[src/rtl/bis_pkg.sv]
// Purpose: constants and types for the boot and interrupt status bank
// Assumes: 16-bit register address, 8-bit data, sys_clk at 125 MHz
// Notes:   reserved bits read as zero
// Function
// - The summary bit is 1 and irq_pin_n is low while any enabled status bit is set, else 0 and released.
// - The load failed flag sets when the configuration memory read fails and stays set until reset.
// - The load done flag sets when the configuration memory read cycle completes and clears only by reset.
// - The active-low crc ok bit reads 0 after a detected memory fails its crc check, and 1 otherwise.
// - After a crc failure the serial programming port is locked until a reset through rst or reset_pin_n.
package bis_pkg;
   localparam logic [15:0] BIS_ADDR_INT_SUMMARY = 16'h021A;
   localparam logic [15:0] BIS_ADDR_EEP_FAIL    = 16'h021E;
   localparam logic [15:0] BIS_ADDR_EEP_LOAD    = 16'h021F;
   localparam int          BIS_BIT_INT          = 0;
   localparam int          BIS_BIT_FAIL         = 0;
   localparam int          BIS_BIT_DONE         = 0;
   localparam int          BIS_BIT_CRC_OK       = 3;
   localparam logic        BIS_RST_FAIL         = 1'b0;
   localparam logic        BIS_RST_DONE         = 1'b0;
   localparam logic        BIS_RST_CRC_OK       = 1'b1;
   localparam logic        BIS_RST_INT          = 1'b0;
   localparam logic        BIS_RST_IRQN         = 1'b1;
   localparam logic        BIS_RST_LOCK         = 1'b0;
   localparam logic [7:0]  BIS_RST_RDATA        = 8'h00;
   localparam int          BIS_NUM_SRC          = 8;

   typedef struct packed {
      logic [15:0] addr;
      logic [7:0]  wdata;
      logic        wr;
      logic        rd;
   } bis_bus_req_t;

   // events reported by the configuration load sequencer, one-cycle pulses
   typedef struct packed {
      logic read_fail;
      logic read_done;
      logic crc_fail;
   } bis_load_evt_t;
endpackage

[src/rtl/bis_status.sv]
// Purpose: interrupt summary and boot load status bank
// Assumes: all inputs synchronous to sys_clk; reset_pin_n already synced
// Notes:   writes are accepted and ignored, all fields are read only
`timescale 1ns/1ps
module bis_status (
   input  wire logic                   sys_clk,
   input  wire logic                   rst,
   input  wire logic                   reset_pin_n,
   input  wire bis_pkg::bis_bus_req_t  bus_req,
   output logic [7:0]                  rd_data,
   input  wire logic [7:0]             irq_status,
   input  wire logic [7:0]             irq_enable,
   input  wire bis_pkg::bis_load_evt_t load_evt,
   output logic                        irq_pin_n,
   output logic                        serial_port_lock
);

   // three read only registers behind a plain strobe port. the summary
   // bit and the pin follow the enabled sources with one cycle of
   // latency; the boot flags are set by events from the load sequencer
   // and cleared only by reset; a crc failure locks the serial port
   // until rst or the reset pin is asserted. limitation: the sources are taken
   // as clean levels, so a one cycle glitch on an enabled source shows
   // on the pin for one cycle

   // state that the interrupt pin follows
   logic                            int_reg;
   logic                            int_next;
   logic                            irqn_reg;
   logic                            irqn_next;

   // sticky results of the boot time load
   logic                            fail_reg;
   logic                            fail_next;
   logic                            done_reg;
   logic                            done_next;
   logic                            crc_reg;
   logic                            crc_next;

   // serial port lock, one-hot so an upset code is easy to spot
   typedef enum logic [1:0] {
      BIS_PORT_OPEN   = 2'b01,
      BIS_PORT_LOCKED = 2'b10
   } bis_port_state_t;
   bis_port_state_t                 port_reg;
   bis_port_state_t                 port_next;
   logic                            lock_reg;
   logic                            lock_next;

   // register images and read path
   logic [7:0]                      int_image;
   logic [7:0]                      fail_image;
   logic [7:0]                      load_image;
   logic                            sel_int;
   logic                            sel_fail;
   logic                            sel_load;
   logic [7:0]                      rd_reg;
   logic [7:0]                      rd_next;

   // shared
   logic                            dev_reset;
   logic [bis_pkg::BIS_NUM_SRC-1:0] src_hit;
   logic                            any_src;

   // both reset sources clear the same state; rst and the pin are the only
   // ways out of a crc lock, so nothing else may gate them
   assign dev_reset = rst | ~reset_pin_n;

   // one and gate per source; a source whose enable is low never reaches
   // the pin, however long its status stays set
   genvar i;
   generate
      for (i = 0; i < bis_pkg::BIS_NUM_SRC; i++) begin : g_src
         assign src_hit[i] = irq_status[i] & irq_enable[i];
      end
   endgenerate

   assign any_src = |src_hit;

   // no hold term: bit and pin are recomputed every cycle, so the pin
   // lets go one cycle after the last enabled source drops
   always_comb begin
      int_next  = 1'b0;
      irqn_next = 1'b1;
      if (any_src) begin
         int_next  = 1'b1;
         irqn_next = 1'b0;
      end
   end

   always_ff @(posedge sys_clk) begin
      if (dev_reset) begin
         int_reg  <= bis_pkg::BIS_RST_INT;
         irqn_reg <= bis_pkg::BIS_RST_IRQN;
      end else begin
         int_reg  <= int_next;
         irqn_reg <= irqn_next;
      end
   end

   // the flags are only ever set by events; the reset branches are the
   // one place that clears them, so no event can be lost to a clear
   always_comb begin
      fail_next = fail_reg;
      if (load_evt.read_fail) begin
         fail_next = 1'b1;
      end
   end

   always_ff @(posedge sys_clk) begin
      if (dev_reset) begin
         fail_reg <= bis_pkg::BIS_RST_FAIL;
      end else begin
         fail_reg <= fail_next;
      end
   end

   always_comb begin
      done_next = done_reg;
      if (load_evt.read_done) begin
         done_next = 1'b1;
      end
   end

   always_ff @(posedge sys_clk) begin
      if (dev_reset) begin
         done_reg <= bis_pkg::BIS_RST_DONE;
      end else begin
         done_reg <= done_next;
      end
   end

   // the crc bit reads 1 while healthy and drops to 0 on a failure
   always_comb begin
      crc_next = crc_reg;
      if (load_evt.crc_fail) begin
         crc_next = 1'b0;
      end
   end

   always_ff @(posedge sys_clk) begin
      if (dev_reset) begin
         crc_reg <= bis_pkg::BIS_RST_CRC_OK;
      end else begin
         crc_reg <= crc_next;
      end
   end

   // once locked the port stays locked; an illegal code also locks, as
   // an open port after an upset would be the worse failure
   always_comb begin
      port_next = port_reg;
      case (port_reg)
         BIS_PORT_OPEN: begin
            if (load_evt.crc_fail) begin
               port_next = BIS_PORT_LOCKED;
            end
         end
         BIS_PORT_LOCKED: begin
            port_next = BIS_PORT_LOCKED;
         end
         default: begin
            port_next = BIS_PORT_LOCKED;
         end
      endcase
      lock_next = (port_next == BIS_PORT_LOCKED);
   end

   always_ff @(posedge sys_clk) begin
      if (dev_reset) begin
         port_reg <= BIS_PORT_OPEN;
         lock_reg <= bis_pkg::BIS_RST_LOCK;
      end else begin
         port_reg <= port_next;
         lock_reg <= lock_next;
      end
   end

   // register images; reserved positions are tied to zero so a read
   // never shows stale or undefined state
   always_comb begin
      int_image  = 8'h00;
      fail_image = 8'h00;
      load_image = 8'h00;
      int_image[bis_pkg::BIS_BIT_INT]     = int_reg;
      fail_image[bis_pkg::BIS_BIT_FAIL]   = fail_reg;
      load_image[bis_pkg::BIS_BIT_DONE]   = done_reg;
      load_image[bis_pkg::BIS_BIT_CRC_OK] = crc_reg;
   end

   // writes are not decoded at all: every field is read only, and a
   // write, reserved bits included, leaves the bank as it was
   always_comb begin
      sel_int  = 1'b0;
      sel_fail = 1'b0;
      sel_load = 1'b0;
      if (bus_req.rd) begin
         sel_int  = (bus_req.addr == bis_pkg::BIS_ADDR_INT_SUMMARY);
         sel_fail = (bus_req.addr == bis_pkg::BIS_ADDR_EEP_FAIL);
         sel_load = (bus_req.addr == bis_pkg::BIS_ADDR_EEP_LOAD);
      end
   end

   // read data stands for exactly the one cycle after the strobe and
   // is zero otherwise, so a stale value can never be taken twice
   always_comb begin
      rd_next = bis_pkg::BIS_RST_RDATA;
      case ({sel_load, sel_fail, sel_int})
         3'b001: begin
            rd_next = int_image;
         end
         3'b010: begin
            rd_next = fail_image;
         end
         3'b100: begin
            rd_next = load_image;
         end
         default: begin
            rd_next = bis_pkg::BIS_RST_RDATA;
         end
      endcase
   end

   always_ff @(posedge sys_clk) begin
      if (dev_reset) begin
         rd_reg <= bis_pkg::BIS_RST_RDATA;
      end else begin
         rd_reg <= rd_next;
      end
   end

   // every output is a flop, nothing combinational reaches a pin
   assign rd_data          = rd_reg;
   assign irq_pin_n        = irqn_reg;
   assign serial_port_lock = lock_reg;
endmodule

[config.mk]
export PLATFORM = sky130hd
export DESIGN_NAME = bis_status
export DESIGN_NICKNAME = d
export VERILOG_FILES = /design/src/rtl/bis_pkg.sv /design/src/rtl/bis_status.sv
export SDC_FILE = /design/constraint.sdc
export NUM_CORES = 1
export LEC_CHECK = 0
export ABC_AREA = 1
export CAP_MARGIN = 20
export CORE_AREA = 8 8 45 47
export CTS_CLUSTER_DIAMETER = 40
export DETAILED_ROUTE_END_ITERATION = 7
export DIE_AREA = 0 0 53 55
export DONT_BUFFER_PORTS = 1
export RECOVER_POWER = 50
export SYNTH_ARGS = -nofsm -noshare
export SYNTH_HDL_FRONTEND = slang
export SYNTH_SLANG_ARGS = --single-unit
export TNS_END_PERCENT = 10
[constraint.sdc]
create_clock -name sys_clk -period 2.6 [get_ports sys_clk]
set_input_delay 0.52 -clock sys_clk [delete_from_list [all_inputs] [get_ports sys_clk]]
set_output_delay 0.52 -clock sys_clk [all_outputs]
set_load 0.05 [all_outputs]
==> results of run 1 <==
[cell usage after synthesis, drive strengths merged]
| cell type | count |
|---|---|
| nand2 | 14 |
| nor3 | 2 |
| conb | 1 |
| a221oi | 1 |
| nand3 | 4 |
| nand4 | 1 |
| a22o | 2 |
| nand3b | 1 |
| inv | 14 |
| or3b | 1 |
| dfxtp | 10 |
| o21ai | 1 |
| buf | 6 |
| nor2 | 17 |
[kinds of logic after synthesis]
logic type	count (synthesis)	share of synthesized area (%)
simple gates	40	38.3
buf+inv	20	18.1
flops	10	37.1
other cells	1	0.695
compound gates	4	5.80
[cells in the final DEF (no fill, tap or decap), drive strengths merged]
cell type  instances
dfxtp             10
nand2             14
conb               6
nand3b             1
a22o               2
or3b               1
nand3              4
nand4              1
o21ai              1
nor2              17
a221oi             1
inv               14
nor3               2
clkbuf             4
[cell type report]
class / instances / area share, %
flip-flops and latches: 10 / 35.6
clock buffers: 4 / 6.46
multi-input cells: 50 / 45.0
inverters: 14 / 9.35
well taps: 16 / 3.56
[routing by layer]
| metal | share of wire, % | vias to the layer above | global-route usage, % |
|---|---|---|---|
| li1 | - | 224 | - |
| met1 | 32 | 182 | 7.04 |
| met2 | 48 | 30 | 11.1 |
| met3 | 18 | 2 | 5.08 |
| met4 | 0.74 | 0 | 6.47 |
| met5 | 0 | - | 0 |
[power by group through the flow]
| stage | Sequential, mW | Combinational, mW | Clock, mW |
|---|---|---|---|
| 3_5_place_dp | 0.172 | 0.0435 | 0 |
| 6_report | 0.168 | 0.0424 | 0.136 |
| 5_1_grt | 0.169 | 0.0472 | 0.151 |
| 3_3_place_gp | 0.172 | 0.0429 | 0 |
| 2_1_floorplan | 0.171 | 0.0481 | 0 |
| 4_1_cts | 0.168 | 0.0437 | 0.144 |
[per-stage QoR]
stage	power [mW]	hold slack (ns)
floorplan	0.220	0.416
global placement	0.215	0.438
detailed placement	0.215	0.443
CTS	0.356	0.346
global route	0.367	0.338
finish	0.347	0.356
[worst max path at each step]
stage / startpoint / end / cells after the start
finish: rd_data[0]$_SDFF_PP0_ / rd_data[0] / 0
global placement: bus_req[25] / rd_data[0]$_SDFF_PP0_ / 8
global route: rd_data[0]$_SDFF_PP0_ / rd_data[0] / 0
floorplan: bus_req[25] / rd_data[0]$_SDFF_PP0_ / 8
detailed placement: bus_req[17] / rd_data[0]$_SDFF_PP0_ / 8
CTS: rd_data[0]$_SDFF_PP0_ / rd_data[0] / 0
==> results.toml, run 1 <==
[status]
status = "complete, no violations"

[power]
power_leakage_nw = 0.285
peakVddDrop_v = 0.000268
power_density_nw_per_um2 = 617
intPower_uw = 256
swShare_pct = 26.2
p_switching_uw = 90.9
p_clk_share_pct = 39.3
p_comb_share_pct = 12.2
p_seq_share_pct = 48.5

[setup_path]
crit_fanout = 1
path_class = "register to output port"
timing.rr.end = "port_reg[1]$_SDFF_PP0_"
cp-start-kind = "register"
required_ns = 2.08
arrival_ns = 0.89
critPathCaptureType = "output port"
r2r_setup_slack_ns = 1.74
ff2ff_path_depth = 3
r2r-start = "port_reg[0]$_SDFF_PP1_"

[yosys]
ys_ff_latch = 10
synth_top_area_share_pct = 37.1
synth.largest_area_cell = "dfxtp_1"
postSynthAreaPerCell_sq_um = 7.19
synth_cell_type_count = 18
ys_seq_area_share_pct = 37.1
synthCells = 75
synth_area_sq_um = 539
synth_warnings = 0
synthTopCellsByArea = "dfxtp_1, buf_4, inv_1"

[timing]
setup_slack_ns = 1.19
fin_skew_ns = 0.00424
period_needed_ns = 1.41
slew_violations = 0
finalSetupViolations = 0
setup_tns_ns = 0
finalCritPeriodShare_pct = 54.1
max_freq_mhz = 710
finalHoldViolations = 0
rsz0062_at_grt = "false"

[grt]
grt_max_degree = 7
antenna_found_initial = 0
grt_pass1_wl_microns = 1590
grtUsageTotal_pct = 7.51
first_global_vias = 409
grt_overflow = 0

[placed_design]
gp_congestion = 0.708
portBuffers = 0
pre_cts_ws_ns = 1.36
dp_hpwl_microns = 987
dpl_cell_area_sq_um = 533
placed_cells = 90

[route]
wire_per_inst_microns = 11.6
drt_wl_total_microns = 1090
drtIter0Drc = 0
ant_nets = 0
via_per_inst = 4.66
vias = 438
post-route-drc-count = 0
drt_pass1_iterations = 1

[hold_path]
min_path_type = "primary input to register"
holdPathStages = 1
min_to = "crc_reg$_SDFFE_PP1P_"
min-delay-start = "load_evt[0]"

[die]
die_h_microns = 55
coreArea_sq_um = 1380
io_pins = 58
rows = 14
initial_core_util_pct = 39.0
die_w_microns = 53
die_area_sq_um = 2920

[cells_and_area]
drive_gt1_share_pct = 17.9
areaGrowthSynthToFinish_pct = 4.18
n_fill_cell = 163
finalInstanceArea_sq_um = 562
insertedDiodeCount = 0
multi_input_area_sq_um = 253
fin_util_pct = 40.6
fin_cells = 94
layout.nets = 127
regArea_sq_um = 200

[cts]
insertion_delay_ns = 0.26
cts_buffers = 3
clk_pin_slew_ns = 0.06
cts_tree = "yes"
cts_buffer_depth = 2
ctsResizeCount = 0
ctsHoldBuffers = 0
post-cts-setup-buffer-count = 0
cts_sinks = 10
htree_levels = 1
cts-root-buf = "clkbuf_4"

[job]
cap_violations = 0
(Power assumes the default switching activity.)
==> run 2, diff against run 1 <==
- clock period: 2.6 -> 1.4 ns (I/O delays scaled with it)
==> run 2 against run 1 <==
Effect of this change:
- routed wire length increased by 0.64%
- total power is 86% higher
- clock power increased by 87%
- cell count unchanged
- combinational power increased by 88%
- sequential cell count unchanged
- final area stayed put
- count of clock-buffer cells in the layout unchanged
- sequential share of layout area unchanged
- critical path type unchanged
- critical endpoint unchanged
==> results.toml, run 2 (synthesized netlist as in run 1, its figures left out) <==
[timing]
finalHoldViolations = 0
finalCritPeriodShare_pct = 83.5
finalSetupViolations = 0
slew_violations = 0
fin_skew_ns = 0.00459
max_freq_mhz = 855
setup_tns_ns = 0
setup_slack_ns = 0.231
period_needed_ns = 1.17
rsz0062_at_grt = "false"

[die]
die_area_sq_um = 2920
initial_core_util_pct = 39.0
die_w_microns = 53
die_h_microns = 55
coreArea_sq_um = 1380
io_pins = 58
rows = 14

[cts]
cts_buffers = 3
cts_buffer_depth = 2
cts-root-buf = "clkbuf_4"
clk_pin_slew_ns = 0.06
ctsResizeCount = 0
cts_tree = "yes"
cts_sinks = 10
post-cts-setup-buffer-count = 0
insertion_delay_ns = 0.26
htree_levels = 1
ctsHoldBuffers = 0

[setup_path]
cp-start-kind = "register"
crit_start = "rd_data[0]$_SDFF_PP0_"
timing.rr.end = "port_reg[1]$_SDFF_PP0_"
r2r-start = "port_reg[0]$_SDFF_PP1_"
required_ns = 1.12
path_class = "register to output port"
arrival_ns = 0.89
ff2ff_path_depth = 3
crit_fanout = 1
critPathCapture = "rd_data[0]"
path_depth = 0
critPathCaptureType = "output port"
r2r_setup_slack_ns = 0.54

[route]
vias = 437
drt_pass1_iterations = 1
drt_wl_total_microns = 1100
wire_per_inst_microns = 11.6
drtIter0Drc = 0
ant_nets = 0
post-route-drc-count = 0
via_per_inst = 4.65

[hold_path]
min_path_type = "primary input to register"
min-delay-start = "load_evt[0]"

[cells_and_area]
layout.nets = 127
fin_cells = 94
drive_gt1_share_pct = 17.9
finalInstanceArea_sq_um = 562
areaGrowthSynthToFinish_pct = 4.18
final_cell_mix = "nand2_1, inv_1, nor2_1"
fin_util_pct = 40.6
insertedDiodeCount = 0

[placed_design]
pre_cts_ws_ns = 0.395
dpl_cell_area_sq_um = 533
portBuffers = 0
dp_hpwl_microns = 987
gp_congestion = 0.708
placed_cells = 90

[job]
cap_violations = 0

[grt]
grtUsageTotal_pct = 7.51
grtUsageMet3_pct = 5.08
met2_usage_pct = 11.1
grt_pass1_wl_microns = 1590
antenna_found_initial = 0
first_global_vias = 409
grt_max_degree = 7
grt_busiest_layer = "met2"
grt_use_met1_pct = 7.04
grt_overflow = 0

[power]
power_leakage_nw = 0.286
peakVddDrop_v = 0.000505
power_density_nw_per_um2 = 1150

[status]
status = "complete, no violations"
-- run 2: cell counts in the layout (fill, tap and decap cells not counted) --
Identical to the previous run, type by type.
-- run 2: per-layer routing --
layer  wire length [microns]  up-vias  part of all wire, %
li1                        -      223                    -
met1                     360      182                   33
met2                     524       30                   48
met3                     202        2                   18
met4                       8        0                 0.73
met5                       0        -                    0
-- run 2: how the worst min path moves through the flow --
stage,cells after the start,to
finish,1,crc_reg$_SDFFE_PP1P_
global route,1,crc_reg$_SDFFE_PP1P_
CTS,1,crc_reg$_SDFFE_PP1P_
detailed placement,1,crc_reg$_SDFFE_PP1P_
global placement,1,crc_reg$_SDFFE_PP1P_
floorplan,1,crc_reg$_SDFFE_PP1P_
-- run 2: layout make-up --
class / count / area [sq um]
multi-input combinational: 50 / 253
clock buffer: 4 / 36.3
fill: 162 / 822
inverter: 14 / 52.6
tap: 16 / 20.0
sequential: 10 / 200
-- run 2: power breakdown --
| part | leakage [nW] | switching (mW) | internal (mW) |
|---|---|---|---|
| clock | 0.0210 | 0.0959 | 0.158 |
| combinational | 0.182 | 0.0585 | 0.0211 |
| sequential | 0.0823 | 0.0155 | 0.297 |
-- run 2: metrics by stage --
| stage | hold slack [ns] | power (mW) |
|---|---|---|
| after detailed placement | 0.389 | 0.400 |
| final | 0.114 | 0.646 |
| after CTS | 0.106 | 0.661 |
| after global routing | 0.0980 | 0.683 |
| after global placement | 0.381 | 0.399 |
| after floorplan | 0.380 | 0.408 |
